### src/common/apod_pkg.sv
`default_nettype none

package apod_pkg;

	// ----------------------------------------------------------------
	// output image layout
	// ----------------------------------------------------------------
	localparam int unsigned ADDR_W = 5;
	localparam logic [4:0] OFS_CTRL     = 5'h00;
	localparam logic [4:0] OFS_DOUT     = 5'h01;
	localparam logic [4:0] OFS_PD_FIRST = 5'h02;
	localparam logic [4:0] OFS_PD_LAST  = 5'h11;
	localparam int unsigned PD_BYTES = 16;

	// ----------------------------------------------------------------
	// field positions
	// ----------------------------------------------------------------
	localparam int unsigned BIT_STBY   = 0;
	localparam int unsigned BIT_FSTBY  = 1;
	localparam int unsigned BIT_ISO_NC = 2;
	localparam int unsigned BIT_ISO_NO = 3;
	localparam int unsigned BIT_DOUT   = 6;

	// ----------------------------------------------------------------
	// reset values and status codes
	// ----------------------------------------------------------------
	localparam logic [7:0] BYTE_RST   = 8'h00;
	localparam logic [7:0] ST_OPER    = 8'h01;
	localparam logic [7:0] ST_STBY    = 8'h03;
	localparam logic [7:0] ST_FSTBY   = 8'h23;
	localparam logic [7:0] ST_ISOLATE = 8'h24;

endpackage

`default_nettype wire

### src/common/apod_wr_if.sv
`timescale 1ns/1ps
`default_nettype none

// byte write strobe shared by the decoder and its process data bytes
interface apod_wr_if;
	logic       wr_en;
	logic [4:0] wr_addr;
	logic [7:0] wr_data;

	modport src (output wr_en, output wr_addr, output wr_data);
	modport dst (input wr_en, input wr_addr, input wr_data);
endinterface

`default_nettype wire

### src/rtl/apod_top.sv
`timescale 1ns/1ps
`default_nettype none

module apod_top
(
	input  wire logic                      sys_clk,
	input  wire logic                      rst,
	input  wire logic                      wr_en,
	input  wire logic [apod_pkg::ADDR_W-1:0] wr_addr,
	input  wire logic [7:0]                wr_data,
	input  wire logic                      nc_mode,
	output var  logic                      standby_req,
	output var  logic                      forced_standby_req,
	output var  logic                      regulator_on,
	output var  logic                      valve_drive_on,
	output var  logic                      port4_dout,
	output var  logic [8*apod_pkg::PD_BYTES-1:0] iolink_pd,
	output var  logic [7:0]                status_code
);
	import apod_pkg::*;

	// ----------------------------------------------------------------
	// state
	// ----------------------------------------------------------------
	typedef struct packed
	{
		logic       stby;
		logic       fstby;
		logic       iso_nc;
		logic       iso_no;
		logic       regulator;
		logic       valve;
		logic       dout;
		logic [7:0] status;
	} apod_state_t;

	apod_state_t st_reg;
	apod_state_t st_next;

	logic wr_ctrl;
	logic wr_dout;
	logic nc_supply;
	logic no_supply;
	logic isolated;

	apod_wr_if wr_bus ();

	// ----------------------------------------------------------------
	// write strobe fan-out
	// ----------------------------------------------------------------
	// one strobe feeds the control bytes and every process data byte
	assign wr_bus.wr_en   = wr_en;
	assign wr_bus.wr_addr = wr_addr;
	assign wr_bus.wr_data = wr_data;

	assign wr_ctrl = wr_en && (wr_addr == OFS_CTRL);
	assign wr_dout = wr_en && (wr_addr == OFS_DOUT);

	// ----------------------------------------------------------------
	// next state
	// ----------------------------------------------------------------
	// outputs decode the freshly written bits so a write shows on the write edge itself
	always_comb
	begin
		st_next = st_reg;
		if (wr_ctrl)
		begin
			st_next.stby   = wr_data[BIT_STBY];
			st_next.fstby  = wr_data[BIT_FSTBY];
			st_next.iso_nc = wr_data[BIT_ISO_NC];
			st_next.iso_no = wr_data[BIT_ISO_NO];
			// bits 7..4 are never looked at
		end
		if (wr_dout)
		begin
			st_next.dout = wr_data[BIT_DOUT];
		end

		// only the bit matching the switch is consulted
		if (nc_mode)
		begin
			// nc: low exhausts with both off, high supplies with both on
			st_next.regulator = st_next.iso_nc;
			st_next.valve     = st_next.iso_nc;
		end
		else
		begin
			// no: low supplies valve off, high exhausts valve on
			st_next.regulator = !st_next.iso_no;
			st_next.valve     = st_next.iso_no;
		end

		// forced standby outranks plain standby, then isolation
		if (st_next.fstby)
		begin
			st_next.status = ST_FSTBY;
		end
		else if (st_next.stby)
		begin
			st_next.status = ST_STBY;
		end
		else if (!st_next.regulator)
		begin
			st_next.status = ST_ISOLATE;
		end
		else
		begin
			st_next.status = ST_OPER;
		end
	end

	// ----------------------------------------------------------------
	// state register
	// ----------------------------------------------------------------
	// reset leaves all requests off; nc image of zero means exhausted
	// status starts as isolated so it never disagrees with the regulator
	always_ff @(posedge sys_clk)
	begin
		if (rst)
		begin
			st_reg <= '{stby: 1'b0, fstby: 1'b0, iso_nc: 1'b0, iso_no: 1'b0,
				regulator: 1'b0, valve: 1'b0, dout: 1'b0, status: ST_ISOLATE};
		end
		else
		begin
			st_reg <= st_next;
		end
	end

	// ----------------------------------------------------------------
	// process data bytes
	// ----------------------------------------------------------------
	genvar gi;
	generate
		for (gi = 0; gi < PD_BYTES; gi++)
		begin : g_pd
			apod_byte_reg
			#(
				.BYTE_OFS (5'(OFS_PD_FIRST + gi))
			)
			u_pd
			(
				.sys_clk (sys_clk),
				.rst     (rst),
				.wr      (wr_bus.dst),
				.q       (iolink_pd[8*gi +: 8])
			);
		end
	endgenerate

	// ----------------------------------------------------------------
	// outputs
	// ----------------------------------------------------------------
	assign standby_req        = st_reg.stby;
	assign forced_standby_req = st_reg.fstby;
	assign regulator_on       = st_reg.regulator;
	assign valve_drive_on     = st_reg.valve;
	assign port4_dout         = st_reg.dout;
	assign status_code        = st_reg.status;

	// helper terms for checks only
	assign nc_supply = st_reg.iso_nc;
	assign no_supply = !st_reg.iso_no;
	assign isolated  = !st_reg.regulator;
endmodule // apod_top

`default_nettype wire

### src/rtl/apod_byte_reg.sv
`timescale 1ns/1ps
`default_nettype none

module apod_byte_reg
#(
	parameter logic [4:0] BYTE_OFS = 5'h02
)
(
	input  wire logic     sys_clk,
	input  wire logic     rst,
	apod_wr_if.dst        wr,
	output var  logic [7:0] q
);
	import apod_pkg::*;

	typedef struct packed
	{
		logic [7:0] data;
	} apod_byte_st_t;

	apod_byte_st_t st_reg;
	apod_byte_st_t st_next;

	// ----------------------------------------------------------------
	// pass-through byte
	// ----------------------------------------------------------------
	// byte copied untouched; no decode on process data
	always_comb
	begin
		st_next = st_reg;
		if (wr.wr_en && wr.wr_addr == BYTE_OFS)
		begin
			st_next.data = wr.wr_data;
		end
	end

	always_ff @(posedge sys_clk)
	begin
		if (rst)
		begin
			st_reg <= '{data: BYTE_RST};
		end
		else
		begin
			st_reg <= st_next;
		end
	end

	assign q = st_reg.data;
endmodule // apod_byte_reg

`default_nettype wire

### config.mk
export PLATFORM = sky130hd
export DESIGN_NAME = apod_top
export DESIGN_NICKNAME = d
export VERILOG_FILES = /design/src/common/apod_pkg.sv /design/src/common/apod_wr_if.sv /design/src/rtl/apod_top.sv /design/src/rtl/apod_byte_reg.sv
export SDC_FILE = /design/constraint.sdc
export NUM_CORES = 1
export LEC_CHECK = 0
export BUFFER_PORTS_ARGS = -buffer_cell sky130_fd_sc_hd__buf_2
export CAP_MARGIN = 15
export CELL_PAD_IN_SITES_DETAIL_PLACEMENT = 0
export CELL_PAD_IN_SITES_GLOBAL_PLACEMENT = 2
export CORE_UTILIZATION = 34
export DETAILED_ROUTE_END_ITERATION = 12
export HOLD_SLACK_MARGIN = 0.15
export PLACE_DENSITY_LB_ADDON = 0.2
export SLEW_MARGIN = 20
export SYNTH_ARGS = -nofsm -noshare
export SYNTH_HDL_FRONTEND = slang
export SYNTH_HIERARCHICAL = 1
export SYNTH_SLANG_ARGS = --single-unit
### constraint.sdc
create_clock -name sys_clk -period 1.2 [get_ports sys_clk]
set_input_delay 0.06 -clock sys_clk [delete_from_list [all_inputs] [get_ports sys_clk]]
set_output_delay 0.06 -clock sys_clk [all_outputs]
set_load 0.02 [all_outputs]
==> reports/metrics.yaml <==
skew_ns: 0.00262
fin_nets: 846
initial_core_util_pct: 35.2
worst_slack_ns: 0.0404
largest_register_ffs: 128
synth_seq_area_share_pct: 41.7
powerDensity_nw_per_um2: 1280
io_buffers: 153
dpl.cell_count: 1060
final_max_slew_viol_count: 0
final_layout_size_suffix_gt1_share_pct: 30.4
path_clk_slew_ns: 0.06
cp-end-kind: "register"
critPathArrivalTime_ns: 1.47
yosys_warnings: 6
status: "finished clean"
maxCapViolCount: 0
root_buffer: "clkbuf_16"
cts_tree: "yes"
grt.total_usage_pct: 17.5
die_area_um2: 20200
dpl.hpwl_mm: 11.6
antennaDiodeCount: 0
path_max_fanout: 6
holdWs_ns: 0.176
area_delta_synth_final_pct: 32.3
fin_util_pct: 46.6
min_to: "g_pd[1].u_pd/q[4]"
avgSynthCellArea_um2: 10.6
cp.required_ns: 1.51
drc_errors: 0
ir_worst_vdd_v: 0.000856
timing.fmax_mhz: 862
setup_viol: 0
grt_overflow_total: 0
regArea_um2: 2780
rsz0062_at_grt: "no"
fill_cells: 1820
hold_viol_final: 0
totalPowerFinal_mw: 11.3
r2r_slack_ns: 0.18
whs_path_depth: 3
postPlaceCellArea_um2: 8090
final_area_um2: 8830
period_needed_ns: 1.16
synthCells: 632
die_w_um: 142
antenna_found_initial: 0
cts_buffers: 17
row_count: 50
drtPass1Iterations: 4
grt_max_degree: 129
rr_worst_depth: 4
fin_crit_sh_pct: 96.6
worstReg2RegEnd: "regulator_on"
gp_congestion: 0.763
worst_slew_pin_slew_ns: 0.539
insertion_delay_ns: 0.42
cp-start-kind: "primary input"
clock_path_buffers: 2
postRouteAntennaNets: 0
route.vias.total: 4961
ys_types: 34
grt_pass1_vias: 4933
crit_type: "in -> reg"
cts_sinks: 139
die_y_um: 142
dp_slack_ns: -0.154
drt_wl_total_mm: 17.3
timing.setup.tns_ns: 0
hp-start: "wr_data[4]"
via_per_inst: 4.51
netlist_area_um2: 6680
grt_pass1_wl_mm: 26.9
layoutNonFillerInstCount: 1101
multi_input_area_um2: 3690
timing.rr.start: "st_reg[11]"
wl_per_cell_um: 15.7
h-tree-depth: 4
io_pins: 158
slew_headroom_pct: 64.1
synth_seq_cells: 139
hp-class: "in -> reg"
power_leakage_nw: 3.60
drt_iter0_markers: 285
core_um2: 19000
## cell usage after synthesis
cell type  number  area (um^2)
and3_1          2         12.5
inv_1           1         3.75
buf_6           9          101
nor3_4          7          114
nand2_4         1         11.3
buf_4           8         60.1
nand3b_1        1         7.51
a21oi_1         4         20.0
nand4bb_1       4         45.0
nor3b_2         6         75.1
nor4b_4         1         23.8
a311oi_1        2         17.5
nor2_8          1         20.0
a211oi_1        1         7.51
nand2_1         8         30.0
nand4b_4        4         95.1
nand3_1         3         15.0
clkbuf_1       16         60.1
buf_2           1         5.00
mux2_1          1         11.3
o21ai_1         1         5.00
nor4bb_1        2         20.0
mux2i_1       130         1300
nor2_1          7         26.3
a31oi_1         1         6.26
dfxtp_1       139         2780
conb_1          1         3.75
nand4b_1        2         17.5
nor4_2          1         12.5
nor3_1          1         5.00
a311o_1         1         10.0
nand2b_1      260         1630
nor4b_2         1         15.0
nand4bb_4       4          110
## kinds of logic after synthesis
family / Yosys count / share of synthesized area (%)
AO/OA/AOI/OAI: 10 / 0.993
buffers and inverters: 35 / 3.45
flip-flops: 139 / 41.7
multiplexers: 131 / 19.7
other: 1 / 0.0562
AND/OR/NAND/NOR: 316 / 34.2
## per-layer routing
layer  GRT usage, %  vias up  share of wire (%)
met3           4.68       17                4.8
li1               -     2498                  -
met1           21.9     2327                 47
met2           28.5      119                 46
met4           6.73        0                1.7
met5              0        -                  0
## report_power, final
part	internal (mW)	total (mW)	switching, mW
Sequential	4.66	4.68	0.0198
Combinational	0.441	0.962	0.521
Clock	3.59	5.63	2.04
Total	8.68	11.3	2.58
## critical path, stage by stage
cell and delay (ns):
dlygate4sd3_1 0.53, buf_2 0.18, nand2b_4 0.16, nand2_1 0.06, nor4b_2 0.16, a311o_1 0.32
## placed cells by master (no fill, tap or decap), drive strengths merged
cell         synthesis  final
nand2b             260    260
buf                 18    199
dfxtp              139    139
mux2i              130    130
clkbuf              16     21
dlygate4sd3          0     10
nand2                9      9
nor2                 8      8
nor3                 8      8
nand4bb              8      8
nor3b                6      6
nand4b               6      6
a21oi                4      4
conb                 1      4
bufinv               0      4
clkinv               0      4
nand3                3      3
a311oi               2      2
clkinvlp             0      2
nor4bb               2      2
and3                 2      2
nor4b                2      2
nand3b               1      1
inv                  1      1
o21ai                1      1
a311o                1      1
nor4                 1      1
a31oi                1      1
a211oi               1      1
mux2                 1      1
## worst max-delay path by stage
stage | startpoint | end | slack, ns
2_1_floorplan | wr_addr[4] | status_code[2] | 0.13
4_1_cts | wr_data[2] | status_code[2] | 0.02
3_5_place_dp | wr_addr[2] | g_pd[2].u_pd/q[2] | -0.15
5_1_grt | nc_mode | status_code[2] | 0.003
3_3_place_gp | wr_addr[4] | g_pd[8].u_pd/q[7] | -0.1
6_report | nc_mode | status_code[2] | 0.04
## repair_timing
action	in CTS	in global routing
endpoints found under the hold margin	51	0
setup endpoints to repair	0	1
hold buffers	10	0
gates resized for setup	0	3
buffers inserted	0	0
## final cells by class
type	instances	area share [%]
multi-input cells	461	41.8
flip-flops and latches	139	31.5
repair buffers	209	15.9
clock buffers	21	5.21
well taps	260	3.68
clock inverters	10	1.88
inverters	1	0.0425
Note: power is estimated with default switching activity, not from simulation.
